## config.mk

```make
export PLATFORM = sky130hd
export DESIGN_NAME = ecl_loader
export DESIGN_NICKNAME = d
export VERILOG_FILES = /design/src/design/ecl_pkg.sv /design/src/design/ecl_loader.sv
export SDC_FILE = /design/constraint.sdc
export NUM_CORES = 1
export LEC_CHECK = 0
export BUFFER_PORTS_ARGS = -buffer_cell sky130_fd_sc_hd__buf_2
export CORE_ASPECT_RATIO = 0.75
export CORE_MARGIN = 3
export CORE_UTILIZATION = 55
export DETAILED_ROUTE_END_ITERATION = 16
export PLACE_DENSITY_LB_ADDON = 0.05
export SYNTH_ARGS = -nofsm -noshare
export SYNTH_HDL_FRONTEND = slang
export SYNTH_SLANG_ARGS = --single-unit
export TNS_END_PERCENT = 30
```

## constraint.sdc

```tcl
create_clock -name CLK_SYS -period 5.2 [get_ports CLK_SYS]
set_input_delay 0 -clock CLK_SYS [delete_from_list [all_inputs] [get_ports CLK_SYS]]
set_output_delay 0 -clock CLK_SYS [all_outputs]
set_load 0.01 [all_outputs]
```

## src/design/ecl_pkg.sv

```systemverilog
package ecl_pkg;
    localparam int          CLK_HZ    = 25_000_000;
    localparam int          SCL_HZ    = 80_000;
    // Quarter of an SCL period, rounded up so the bus never runs fast
    localparam int          QTR_CYC   = (CLK_HZ + SCL_HZ * 4 - 1) / (SCL_HZ * 4);
    localparam logic [6:0]  QTR_LAST  = 7'(QTR_CYC - 1);
    localparam logic [6:0]  EE_DEV    = 7'H50;
    localparam logic [2:0]  EE_BLK    = 3'H0;
    localparam logic [6:0]  SLV_DEV   = 7'H55;
    localparam logic [7:0]  EE_START  = 8'H00;
    localparam logic [6:0]  RUN_ADDR  = 7'H02;
    localparam int          RUN_BIT   = 7;
    localparam logic [6:0]  SLEN_ADDR = 7'H17;
    localparam int          SLEN_BIT  = 3;
    localparam logic [6:0]  CRC_ADDR  = 7'H1F;
    localparam logic [6:0]  REL_ADDR  = 7'H2F;
    localparam logic [6:0]  CFG_BYTES = 7'H40;
    localparam logic [5:0]  LAST_BYTE = 6'H3F;
    localparam logic [8:0]  CRC_POLY  = 9'H11D;
    localparam logic [7:0]  CRC_INIT  = 8'H01;
    localparam logic [3:0]  CRC_BITS  = 4'H8;
    localparam logic [1:0]  LAST_TRY  = 2'H3;
    localparam int          BYTE_W    = 8;
    localparam int          FIFO_D    = 32;

    typedef enum logic [2:0] {
        M_BOOT  = 3'H0,
        M_START = 3'H1,
        M_TX    = 3'H2,
        M_RX    = 3'H3,
        M_STOP  = 3'H4,
        M_WAIT  = 3'H5,
        M_OK    = 3'H6,
        M_FAIL  = 3'H7
    } ecl_mst_t;

    typedef enum logic [2:0] {
        S_IDLE = 3'H0,
        S_ADDR = 3'H1,
        S_REG  = 3'H2,
        S_WDAT = 3'H3,
        S_RDAT = 3'H4
    } ecl_slv_t;

    typedef struct packed {
        logic cfg_valid;
        logic slave_on;
        logic gave_up;
    } ecl_stat_t;

    function automatic logic [7:0] ecl_crc_step(input logic [7:0] crc, input logic d);
        ecl_crc_step = (crc[7] != d) ? ({crc[6:0], 1'B0} ^ CRC_POLY[7:0]) : {crc[6:0], 1'B0};
    endfunction : ecl_crc_step
endpackage : ecl_pkg

```

## src/design/ecl_loader.sv

```systemverilog
// Notes on behaviour
// - Line driver stays off after reset until a valid EEPROM configuration at 0x50 or a slave write of run-enable one.
// - A checksum mismatch repeats the whole read-in from the start.
// - After the fourth failed attempt the EEPROM is left alone, slave mode on.
// - With a valid load, the loaded slave-enable bit decides slave mode.
// - Byte 0x1F is compared with the CRC over bytes 0x00 to 0x1E.
// - CRC-8 poly 0x11D, start 0x01, bit-serial, MSB first.
// - Addresses 0x00 to 0x3F are read, so 64 bytes are needed.
// - Slave answers 0x55; EEPROM block selects stay within 0x50 to 0x57.
// - In slave mode, address 0x55 gives read and write access to registers.
// - Address 0x2F returns a fixed release code and ignores writes.
// - Writing run-enable zero puts converter and driver in standby.
// - Writing run-enable one restarts conversion and enables the driver.
// - Run-enable acts on a valid load and on slave writes; reading it shows the stored byte.
// - EEPROM bytes use an 8-bit address plus three block-select bits.
`timescale 1ns/1ps

module ecl_fifo #(
    parameter int W = 8,
    parameter int D = 32
) (
    input  wire logic         clk,
    input  wire logic         rst_n,
    input  wire logic         in_valid,
    input  wire logic [W-1:0] in_data,
    output logic              in_ready,
    output logic              out_valid,
    output logic [W-1:0]      out_data,
    input  wire logic         out_ready
);
    localparam int AW = $clog2(D);
    logic [W-1:0] mem [D];
    logic [AW-1:0] wp;
    logic [AW-1:0] rp;
    logic [AW:0]   cnt;
    logic          push;
    logic          pop;

    assign in_ready  = cnt != (AW+1)'(D);
    assign out_valid = cnt != '0;
    assign out_data  = mem[rp];
    assign push      = in_valid && in_ready;
    assign pop       = out_valid && out_ready;

    always_ff @(posedge clk) begin
        if (push) begin
            mem[wp] <= in_data;
        end
    end

    always_ff @(posedge clk or negedge rst_n) begin
        if (!rst_n) begin
            wp  <= '0;
            rp  <= '0;
            cnt <= '0;
        end else begin
            wp  <= push ? AW'(wp + 1'B1) : wp;
            rp  <= pop ? AW'(rp + 1'B1) : rp;
            cnt <= (AW+1)'(cnt + push - pop);
        end
    end
endmodule : ecl_fifo

module ecl_loader #(
    parameter logic [7:0] REL_CODE = 8'H5A  // Arbitrary release code
) (
    input  wire logic        CLK_SYS,
    input  wire logic        RST_N,
    input  wire logic        SCL_I,
    output logic             SCL_O,
    output logic             SCL_OE,
    input  wire logic        SDA_I,
    output logic             SDA_O,
    output logic             SDA_OE,
    output logic             CONV_EN,
    output logic             DRV_EN,
    output ecl_pkg::ecl_stat_t STATUS
);
    logic               rst_q1, rst_n;
    logic               scl_q1, scl_s, scl_d;
    logic               sda_q1, sda_s, sda_d;
    logic [7:0]         ram [64];
    ecl_pkg::ecl_mst_t  mst;
    logic [6:0]         qcnt;
    logic [1:0]         q;
    logic [3:0]         bi;
    logic [1:0]         seq;
    logic [1:0]         tries;
    logic [5:0]         rx_n;
    logic [7:0]         tx, rx;
    logic               nak, m_scl_lo, m_sda_lo;
    logic               tick, rx_end, adv, stop_end;
    logic               f_in_ready, f_out_valid, fire;
    logic [7:0]         f_dout;
    logic [6:0]         d_cnt;
    logic [7:0]         crc, cb;
    logic [3:0]         crc_left;
    logic               chk_done, crc_ok, attempt_bad, retry, load_ok;
    logic               cfg_valid, slave_on, gave_up, run;
    ecl_pkg::ecl_slv_t  s_st;
    logic [3:0]         s_cnt;
    logic [7:0]         s_sh, s_tx, rd_byte;
    logic [6:0]         s_ptr;
    logic               s_sda_lo, s_rise, s_fall, s_start, s_stop, s_wr, s_wr_ok;

    // Reset release and pin synchronisers
    always_ff @(posedge CLK_SYS or negedge RST_N) begin
        if (!RST_N) begin
            rst_q1 <= 1'B0;
            rst_n  <= 1'B0;
        end else begin
            rst_q1 <= 1'B1;
            rst_n  <= rst_q1;
        end
    end

    always_ff @(posedge CLK_SYS or negedge rst_n) begin
        if (!rst_n) begin
            {scl_q1, scl_s, scl_d} <= 3'H7;
            {sda_q1, sda_s, sda_d} <= 3'H7;
        end else begin
            {scl_q1, scl_s, scl_d} <= {SCL_I, scl_q1, scl_s};
            {sda_q1, sda_s, sda_d} <= {SDA_I, sda_q1, sda_s};
        end
    end

    assign s_rise  = scl_s && !scl_d;
    assign s_fall  = !scl_s && scl_d;
    assign s_start = scl_s && scl_d && !sda_s && sda_d;
    assign s_stop  = scl_s && scl_d && sda_s && !sda_d;

    // Master bit timing; a full FIFO holds the byte end and stalls SCL
    assign tick     = qcnt == ecl_pkg::QTR_LAST;
    assign rx_end   = mst == ecl_pkg::M_RX && bi == 4'H8 && q == 2'H3;
    assign adv      = tick && !(rx_end && !f_in_ready);
    assign stop_end = mst == ecl_pkg::M_STOP && adv && q == 2'H3;

    always_ff @(posedge CLK_SYS or negedge rst_n) begin
        if (!rst_n) begin
            qcnt <= '0;
        end else begin
            qcnt <= tick ? 7'H00 : 7'(qcnt + 1'B1);
        end
    end

    // Checksum verdict
    assign chk_done    = d_cnt == ecl_pkg::CFG_BYTES && crc_left == 4'H0;
    assign crc_ok      = crc == ram[ecl_pkg::CRC_ADDR[5:0]];
    assign load_ok     = mst == ecl_pkg::M_WAIT && chk_done && crc_ok;
    assign attempt_bad = (stop_end && nak)
                       || (mst == ecl_pkg::M_WAIT && chk_done && !crc_ok);
    assign retry       = attempt_bad && tries != ecl_pkg::LAST_TRY;

    always_ff @(posedge CLK_SYS or negedge rst_n) begin
        if (!rst_n) begin
            mst      <= ecl_pkg::M_BOOT;
            q        <= '0;
            bi       <= '0;
            seq      <= '0;
            tries    <= '0;
            rx_n     <= '0;
            tx       <= '0;
            rx       <= '0;
            nak      <= 1'B0;
            m_scl_lo <= 1'B0;
            m_sda_lo <= 1'B0;
        end else if (attempt_bad) begin
            tries    <= 2'(tries + 1'B1);
            nak      <= 1'B0;
            m_scl_lo <= 1'B0;
            m_sda_lo <= 1'B0;
            mst      <= retry ? ecl_pkg::M_BOOT : ecl_pkg::M_FAIL;
        end else if (adv) begin
            q <= 2'(q + 1'B1);
            unique case (mst)
                ecl_pkg::M_BOOT: begin
                    if (q == 2'H3) begin
                        mst  <= ecl_pkg::M_START;
                        seq  <= 2'H0;
                        rx_n <= '0;
                    end
                end
                ecl_pkg::M_START: begin
                    unique case (q)
                        2'H0: m_sda_lo <= 1'B0;
                        2'H1: m_scl_lo <= 1'B0;
                        2'H2: m_sda_lo <= 1'B1;
                        2'H3: begin
                            m_scl_lo <= 1'B1;
                            mst      <= ecl_pkg::M_TX;
                            bi       <= '0;
                            // Device byte: base id plus block select
                            tx <= {ecl_pkg::EE_DEV[6:3], ecl_pkg::EE_BLK, seq == 2'H2};
                        end
                    endcase
                end
                ecl_pkg::M_TX, ecl_pkg::M_RX: begin
                    unique case (q)
                        2'H0: begin
                            if (mst == ecl_pkg::M_TX) begin
                                m_sda_lo <= bi < 4'H8 && !tx[7];
                            end else begin
                                m_sda_lo <= bi == 4'H8 && rx_n != ecl_pkg::LAST_BYTE;
                            end
                        end
                        2'H1: m_scl_lo <= 1'B0;
                        2'H2: begin
                            if (bi < 4'H8) begin
                                rx <= {rx[6:0], sda_s};
                            end else if (mst == ecl_pkg::M_TX) begin
                                nak <= sda_s;
                            end
                        end
                        2'H3: begin
                            m_scl_lo <= 1'B1;
                            bi       <= 4'(bi + 1'B1);
                            if (bi < 4'H8) begin
                                tx <= {tx[6:0], 1'B0};
                            end else if (mst == ecl_pkg::M_RX) begin
                                bi   <= '0;
                                rx_n <= 6'(rx_n + 1'B1);
                                if (rx_n == ecl_pkg::LAST_BYTE) begin
                                    mst <= ecl_pkg::M_STOP;
                                end
                            end else if (nak) begin
                                mst <= ecl_pkg::M_STOP;
                            end else begin
                                bi <= '0;
                                unique case (seq)
                                    2'H0: begin
                                        tx  <= ecl_pkg::EE_START;
                                        seq <= 2'H1;
                                    end
                                    2'H1: begin
                                        mst <= ecl_pkg::M_START;
                                        seq <= 2'H2;
                                    end
                                    default: mst <= ecl_pkg::M_RX;
                                endcase
                            end
                        end
                    endcase
                end
                ecl_pkg::M_STOP: begin
                    unique case (q)
                        2'H0: m_sda_lo <= 1'B1;
                        2'H1: m_scl_lo <= 1'B0;
                        2'H2: m_sda_lo <= 1'B0;
                        2'H3: mst <= ecl_pkg::M_WAIT;
                    endcase
                end
                ecl_pkg::M_WAIT: begin
                    if (load_ok) begin
                        mst <= ecl_pkg::M_OK;
                    end
                end
                ecl_pkg::M_OK, ecl_pkg::M_FAIL: mst <= mst;
            endcase
        end else if (load_ok) begin
            mst <= ecl_pkg::M_OK;
        end
    end

    ecl_fifo #(.W(ecl_pkg::BYTE_W), .D(ecl_pkg::FIFO_D)) u_fifo (
        .clk       (CLK_SYS),
        .rst_n     (rst_n),
        .in_valid  (tick && rx_end),
        .in_data   (rx),
        .in_ready  (f_in_ready),
        .out_valid (f_out_valid),
        .out_data  (f_dout),
        .out_ready (crc_left == 4'H0)
    );

    // Drain: store bytes in order and feed the CRC one bit per cycle
    assign fire = f_out_valid && crc_left == 4'H0;

    always_ff @(posedge CLK_SYS or negedge rst_n) begin
        if (!rst_n) begin
            d_cnt    <= '0;
            crc      <= ecl_pkg::CRC_INIT;
            cb       <= '0;
            crc_left <= '0;
        end else if (retry) begin
            d_cnt    <= '0;
            crc      <= ecl_pkg::CRC_INIT;
            crc_left <= '0;
        end else if (crc_left != 4'H0) begin
            crc      <= ecl_pkg::ecl_crc_step(crc, cb[7]);
            cb       <= {cb[6:0], 1'B0};
            crc_left <= 4'(crc_left - 1'B1);
        end else if (fire) begin
            d_cnt <= 7'(d_cnt + 1'B1);
            if (d_cnt < ecl_pkg::CRC_ADDR) begin
                cb       <= f_dout;
                crc_left <= ecl_pkg::CRC_BITS;
            end
        end
    end

    assign s_wr    = s_fall && s_cnt == 4'H7 && s_st == ecl_pkg::S_WDAT;
    assign s_wr_ok = s_wr && s_ptr < ecl_pkg::CFG_BYTES && s_ptr != ecl_pkg::REL_ADDR;
    assign rd_byte = s_ptr == ecl_pkg::REL_ADDR ? REL_CODE
                   : s_ptr < ecl_pkg::CFG_BYTES ? ram[s_ptr[5:0]] : 8'H00;

    always_ff @(posedge CLK_SYS) begin
        if (fire) begin
            ram[d_cnt[5:0]] <= f_dout;
        end else if (s_wr_ok) begin
            ram[s_ptr[5:0]] <= s_sh;
        end
    end

    // Mode and run control
    always_ff @(posedge CLK_SYS or negedge rst_n) begin
        if (!rst_n) begin
            cfg_valid <= 1'B0;
            slave_on  <= 1'B0;
            gave_up   <= 1'B0;
            run       <= 1'B0;
        end else if (load_ok) begin
            cfg_valid <= 1'B1;
            slave_on  <= ram[ecl_pkg::SLEN_ADDR[5:0]][ecl_pkg::SLEN_BIT];
            run       <= ram[ecl_pkg::RUN_ADDR[5:0]][ecl_pkg::RUN_BIT];
        end else if (attempt_bad && !retry) begin
            slave_on <= 1'B1;
            gave_up  <= 1'B1;
        end else if (s_wr_ok && s_ptr == ecl_pkg::RUN_ADDR) begin
            run <= s_sh[ecl_pkg::RUN_BIT];
            if (s_sh[ecl_pkg::RUN_BIT]) begin
                cfg_valid <= 1'B1;
            end
        end
    end

    // Slave engine on synchronised SCL edges
    always_ff @(posedge CLK_SYS or negedge rst_n) begin
        if (!rst_n) begin
            s_st     <= ecl_pkg::S_IDLE;
            s_cnt    <= '0;
            s_sh     <= '0;
            s_tx     <= '0;
            s_ptr    <= '0;
            s_sda_lo <= 1'B0;
        end else if (!slave_on || s_stop) begin
            s_st     <= ecl_pkg::S_IDLE;
            s_sda_lo <= 1'B0;
        end else if (s_start) begin
            s_st     <= ecl_pkg::S_ADDR;
            s_cnt    <= 4'H8;  // The SCL fall after START ends no bit
            s_sda_lo <= 1'B0;
        end else if (s_rise) begin
            if (s_cnt < 4'H8) begin
                s_sh <= {s_sh[6:0], sda_s};
            end else if (s_st == ecl_pkg::S_RDAT && sda_s) begin
                s_st <= ecl_pkg::S_IDLE;
            end
        end else if (s_fall && s_st != ecl_pkg::S_IDLE) begin
            s_cnt <= s_cnt == 4'H8 ? 4'H0 : 4'(s_cnt + 1'B1);
            if (s_cnt == 4'H7) begin
                s_sda_lo <= s_st != ecl_pkg::S_RDAT;
                unique case (s_st)
                    ecl_pkg::S_ADDR: begin
                        if (s_sh[7:1] == ecl_pkg::SLV_DEV) begin
                            s_st <= s_sh[0] ? ecl_pkg::S_RDAT : ecl_pkg::S_REG;
                        end else begin
                            s_st     <= ecl_pkg::S_IDLE;
                            s_sda_lo <= 1'B0;
                        end
                    end
                    ecl_pkg::S_REG: begin
                        s_ptr <= s_sh[6:0];
                        s_st  <= ecl_pkg::S_WDAT;
                    end
                    ecl_pkg::S_WDAT: s_ptr <= 7'(s_ptr + 1'B1);
                    default: s_ptr <= 7'(s_ptr + 1'B1);
                endcase
            end else if (s_cnt == 4'H8 && s_st == ecl_pkg::S_RDAT) begin
                s_tx     <= {rd_byte[6:0], 1'B0};
                s_sda_lo <= !rd_byte[7];
            end else if (s_cnt == 4'H8) begin
                s_sda_lo <= 1'B0;
            end else if (s_st == ecl_pkg::S_RDAT) begin
                s_tx     <= {s_tx[6:0], 1'B0};
                s_sda_lo <= !s_tx[7];
            end
        end
    end

    // Registered outputs; SCL and SDA are open drain
    always_ff @(posedge CLK_SYS or negedge rst_n) begin
        if (!rst_n) begin
            SCL_O   <= 1'B0;
            SDA_O   <= 1'B0;
            SCL_OE  <= 1'B0;
            SDA_OE  <= 1'B0;
            CONV_EN <= 1'B0;
            DRV_EN  <= 1'B0;
            STATUS  <= '0;
        end else begin
            SCL_O   <= 1'B0;
            SDA_O   <= 1'B0;
            SCL_OE  <= m_scl_lo;
            SDA_OE  <= m_sda_lo || s_sda_lo;
            CONV_EN <= cfg_valid && run;
            DRV_EN  <= cfg_valid && run;
            STATUS  <= '{cfg_valid: cfg_valid, slave_on: slave_on, gave_up: gave_up};
        end
    end
endmodule : ecl_loader

```

# Word-level counts from Yosys, hierarchy flattened
# Memory sizes are Yosys's and may differ from the RTL's.
# Cells that the tools add are included.
[word_totals]
ff_bits = 137
mem_bits_rw = 768
in_bits = 4
output_inout_bits = 9
elab_cells = 361
n_memories = 2
[mem_list]
columns = ["name", "depth", "word_bits", "rd", "rd_clocked_by_memory_dff", "wr", "line", "text"]
rows = [
  ["ram", 64, 8, 4, 0, 1, "ecl_loader.sv:82", "logic [7:0] ram [64];"],
  ["u_fifo.mem", 32, 8, 1, 0, 1, "ecl_loader.sv:32", "logic [W-1:0] mem [D];"],
]
[op_classes]
addsub = 13
order_cmp = 4
n_eq_ne = 64
muxes = 120
bitwise = 9
n_reduce_logical = 106
[ops]
columns = ["operator", "count"]
rows = [
  ["$mux 8", 17],
  ["$mux 3", 21],
  ["$mux 4", 13],
  ["$mux 1", 40],
  ["$logic_and 1x1->1", 34],
  ["$mux 6", 5],
  ["$reduce_bool 2->1", 15],
  ["$mux 7", 4],
  ["$ne 4x4->1 const B", 7],
  ["$reduce_and 5->1", 5],
  ["$ne 2x2->1 const B", 11],
  ["$add 7x1->7 const B", 3],
  ["$eq 7x7->1 const B", 3],
  ["$ne 3x3->1 const B", 6],
  ["$ne 6x6->1 const B", 3],
  ["$pmux 8 s2", 1],
  ["$reduce_and 8->1", 2],
  ["$reduce_bool 4->1", 4],
  ["$eq 3x3->1 const B", 5],
  ["$pmux 3 s5", 1],
  ["$reduce_bool 3->1", 5],
  ["$pmux 7 s2", 1],
  ["$reduce_and 7->1", 2],
  ["$eq 3x2->1 const B", 4],
  ["52 further kinds", 104],
]

# Longest topological paths before layout
[logic_depth]
word_depth = 15
ltp_mapped = 17

# By module
# A second synthesis with hierarchy kept.
[hier_totals]
cells_unflattened = 2285
area_unflattened_um2 = 37542.3
[modules_own_cells]
columns = ["module", "instances", "cells_each", "area_each_um2"]
rows = [
  ["ecl_loader", 1, 1731, 26701.9],
  ["ecl_fifo", 1, 554, 10840.4],
]

# Worst setup path after synthesis
# OpenSTA, ideal clock, no wires.
[synth_path]
path_type = "reg2reg"
start = "reg u_fifo.rp[1]"
end = "mem ram[0][0], data pin"
arrival_time_ns = 3.356
required_ns = 4.652
path_slack_ns = 1.295
stages_incl_launch_ff = 7
n_path_buf = 2
path_cell_list = "dfrtp_1 > clkbuf_1 > clkbuf_1 > mux4_2 > mux4_2 > mux2i_1 > a21oi_1"
[synth_between]
elab_chain_len = 2
[synth_lines]
columns = ["element", "line", "text"]
rows = [
  ["start: declaration", "ecl_loader.sv:34", "logic [AW-1:0] rp;"],
  ["start signal: assignment", "ecl_loader.sv:58", "rp <= pop ? AW'(rp + 1'B1) : rp;"],
  ["$mem_v2 32x8", "n/a", ""],
  ["$mux 8 (no line)", "n/a", ""],
  ["end: declaration", "ecl_loader.sv:82", ""],
]
# No other way between the ends.

# Worst setup path after layout
[layout_path]
start = "reg u_fifo.cnt[3]"
end = "mem ram[53][3], enable pin"
[layout_between]
elab_chain_len = 6
elab_cells_between_ends = 9
[layout_lines]
columns = ["element", "line", "text"]
rows = [
  ["start: declaration", "ecl_loader.sv:35", "logic [AW:0] cnt;"],
  ["start signal: assignment", "ecl_loader.sv:59", "cnt <= (AW+1)'(cnt + push - pop);"],
  ["$reduce_bool 6->1 (*)", "ecl_loader.sv:40", "assign out_valid = cnt != '0;"],
  ["$logic_and 1x1->1 (*)", "ecl_loader.sv:276", "assign fire = f_out_valid && crc_left == 4'H0;"],
  ["$mux 1", "ecl_loader.sv:307", "if (fire) begin"],
  ["$mux 1 (not written as such)", "ecl_loader.sv:310", "ram[s_ptr[5:0]] <= s_sh;"],
  ["$reduce_or 8->1 (no line)", "n/a", ""],
  ["$mux 6 (no line) or $mux 1 (tied branches)", "n/a", ""],
]
# Mark *: on every way between the ends. The rest lies on a longest branch, timed or not.

==> qor.txt <==
Status: completed
Die X: 306.1 um
Hold WS: 0.2189 ns
Main combinational cell family by area after synthesis: multiplexers
Max clock buf depth: 3
Hold Path Class: in -> async
Area share of the largest cell type after synthesis: 62.08%
Pre-antenna DRT Iters: 6
Simple-gate share of the synthesized area: 5.523%
Fin nets: 2153
Fmax: 237.8 MHz
Core Footprint: 65980 um^2
Fraction of the mapped netlist area in adder cells: 1.098%
Area contributors post-synth: edfxtp_1 62%, mux4_2 13%, dfrtp_1 8.7%, nor2_1 1.9%, mux2i_1 1.3%
Clock slew at reported path FFs: 0.06 ns
Clk Latency, worst-skew pair: 0.65 ns
Die height: 231.1 um
Initial antenna violation count: 0
Compound-Gate Fraction of Synth Area: 3.671%
Synth Instances: 2083
Worst Path Max Fanout: 23
Inst Count DP: 2896
CP endpoint: ram[53][3]
Minimum clock period: 4.206 ns
Grt met1 use: 39.24%
Post-Syn Area: 37150 um^2
Via/cell ratio: 6.327
Slew @ Worst Pin: 1.396 ns
Syn avg cell area: 17.84 um^2
Fin cells: 3049
Post-Route WL: 83.12 mm
Initial Utilization: 56.31%
Crit path kind: reg -> reg
Fillers: 4666
FFs w/ async S/R, synth: 15.04%
Yosys warns: 0
DRC viols: 0
Largest net degree at the start of global routing: 151
Area of the multi-input gates: 9998 um^2
Via count: 19290
Max VDD drop: 0.0002888 V
Inserted Clock Buffers: 84
H-Tree Depth: 3
R2R Path Start: u_fifo.cnt[3]
Met2 usage: 32.67%
Iteration-0 DRC count of the detailed router: 2531
EDFF count, synth: 768
#FFs+latches synth: 904
RSZ-0062 raised after global routing: false
Area grow syn2layout: 9.912%
First-pass GRT wire length: 125.6 mm
CTS tree: built
Leakage: 10.44 nW
WL/cell: 27.26 um
Dominant cell type by area after synthesis: edfxtp_1
Root Driver: clkbuf_16
Period utilization: 80.88%
Dominant cell by count in the synthesized netlist: edfxtp_1
Register area: 26490 um^2
Met3 Use GR: 6.934%
Power density over the cells: 335.2 nW/um^2
Worst reg2reg setup slack: 0.99 ns
Buffers on Ports: 10
Worst setup EP type: register
Vias in the first global route: 18790
Remaining Overflow, GRT: 0
Top post-synthesis cells by count: 768 x edfxtp_1, 214 x mux4_2, 184 x nor2_1
Post-synthesis sequential area ratio: 71.26%
Post-synthesis mux area share: 15.61%
CTS Sinks: 904
Req. time, crit path: 5.44 ns
Busiest layer in global routing: met1
Post-CTS Setup Repair Bufs: 0
Slew HR: 6.056%
Top FF cell, synth: edfxtp_1
# IOs: 13
DRT antenna net count: 0
Worst Reg-to-Reg Cells: 8
# diodes: 0
Max-capacitance violation count: 0
Max Slew Vio Count: 0
Setup TNS: 0 ns
Arrival @ worst endpoint: 4.44 ns
Setup crit start kind: register
Die area: 70740 um^2
Finish-stage setup viols: 0
Synth Area in XOR/XNOR: 0.8958%
Layout cells sized above 1: 21.30%
Final hold vios: 0
Std cell rows: 81
FF-to-FF End: ram[53][3]
Distinct cell type count after synthesis: 77
Global-route usage over all layers: 24.10%
Max Clock Skew: 0.03320 ns
Critical Path Start: u_fifo.cnt[3]
Routability Congestion: 0.8312
HPWL after detailed placement: 53.28 mm
## flip-flops by register name, summed over array words and instances (netlist names), 3 cells and up
| register | count |
|---|---|
| rx | 8 |
| qcnt | 7 |
| crc | 8 |
| u_fifo.rp | 5 |
| s_sh | 8 |
| cb | 8 |
| rx_n | 6 |
| s_ptr | 7 |
| tx | 8 |
| s_cnt | 4 |
| d_cnt | 7 |
| ram | 512 |
| crc_left | 4 |
| STATUS | 3 |
| u_fifo.wp | 5 |
| u_fifo.mem | 256 |
| mst | 3 |
| bi | 4 |
| s_tx | 7 |
| s_st | 3 |
| u_fifo.cnt | 6 |
## cells in the final DEF (no fill, tap or decap), types with 19 or more instances in the layout
cell type  netlist  final
a21oi_1         43     41
buf_4           10     41
clkbuf_16        0     87
dfrtp_1        129    122
edfxtp_1       768    768
ha_1            31     31
inv_1           43     43
mux2_2          42     42
mux2i_1         48     48
mux4_2         214    214
nand2_1         78     78
nand3_1         34     34
nor2_1         184    184
nor3_1          20     20
o21ai_0         62     62
xnor2_1         19     19
xor2_1          19     19
## stage by stage
step	total power, mW	util (%)	worst slack [ns]	instance area, um^2
4_1_cts	13.80	61.89	1.173	40830
2_1_floorplan	7.939	-	1.143	37160
3_5_place_dp	7.951	57.84	1.193	38160
6_report	13.69	61.89	0.9941	40830
3_3_place_gp	7.950	57.84	1.088	38160
5_1_grt	14.11	61.89	0.7916	40830
## where the power goes
part,internal (mW),switching [mW],total [mW],leakage [nW]
registers,7.77,0.0113,7.78,6.46
clock network,3.30,2.59,5.89,1.28
logic,0.00608,0.0173,0.0234,2.70
total,11.1,2.62,13.7,10.4
## worst min-delay path by stage
stage,from,to,slack (ns),cells past startpoint
floorplan,RST_N,rst_n,-0.30,0
global placement,RST_N,rst_q1,-0.22,1
detailed placement,RST_N,rst_n,-0.21,1
CTS,RST_N,rst_n,0.18,3
global route,RST_N,rst_n,0.23,3
finish,RST_N,rst_q1,0.22,3
## logic make-up after synthesis
group                    Yosys count
other                              2
AO/OA/AOI/OAI                    217
multiplexers                     305
adder cells (fa/ha/maj)           32
flip-flops                       904
XOR/XNOR                          38
AND/OR/NAND/NOR                  428
buffers and inverters            157
## routing by layer
layer | routed length (um) | share of wire (%)
met1 | 38780 | 47
met2 | 34970 | 42
met3 | 7938 | 9.6
met4 | 1428 | 1.7
met5 | 0 | 0
## layout make-up
type                            count  share of cell area (%)
Multi-Input combinational cell   1023                   24.49
Tap cell                          871                   2.669
Timing Repair Buffer               60                   1.170
Sequential cell                   904                   64.88
Clock buffer                      109                   5.684
Clock inverter                     38                  0.7078
Inverter                           44                  0.4045
## worst max-delay path, cell delays in order, from the launching register on
cell      delay (ns)
dfrtp_1         0.38
inv_1           0.09
ha_1            0.16
nor4bb_1        0.53
nand2b_1        0.54
nand3_1         0.18
buf_4           0.27
a41oi_1         1.08
nor2_1          0.56
## timing repair
action                    in CTS  in global routing
resized for setup              0                  0
hold endpoints to repair       4                  0
hold buffers                   6                  0
(Power assumes the default switching activity.)
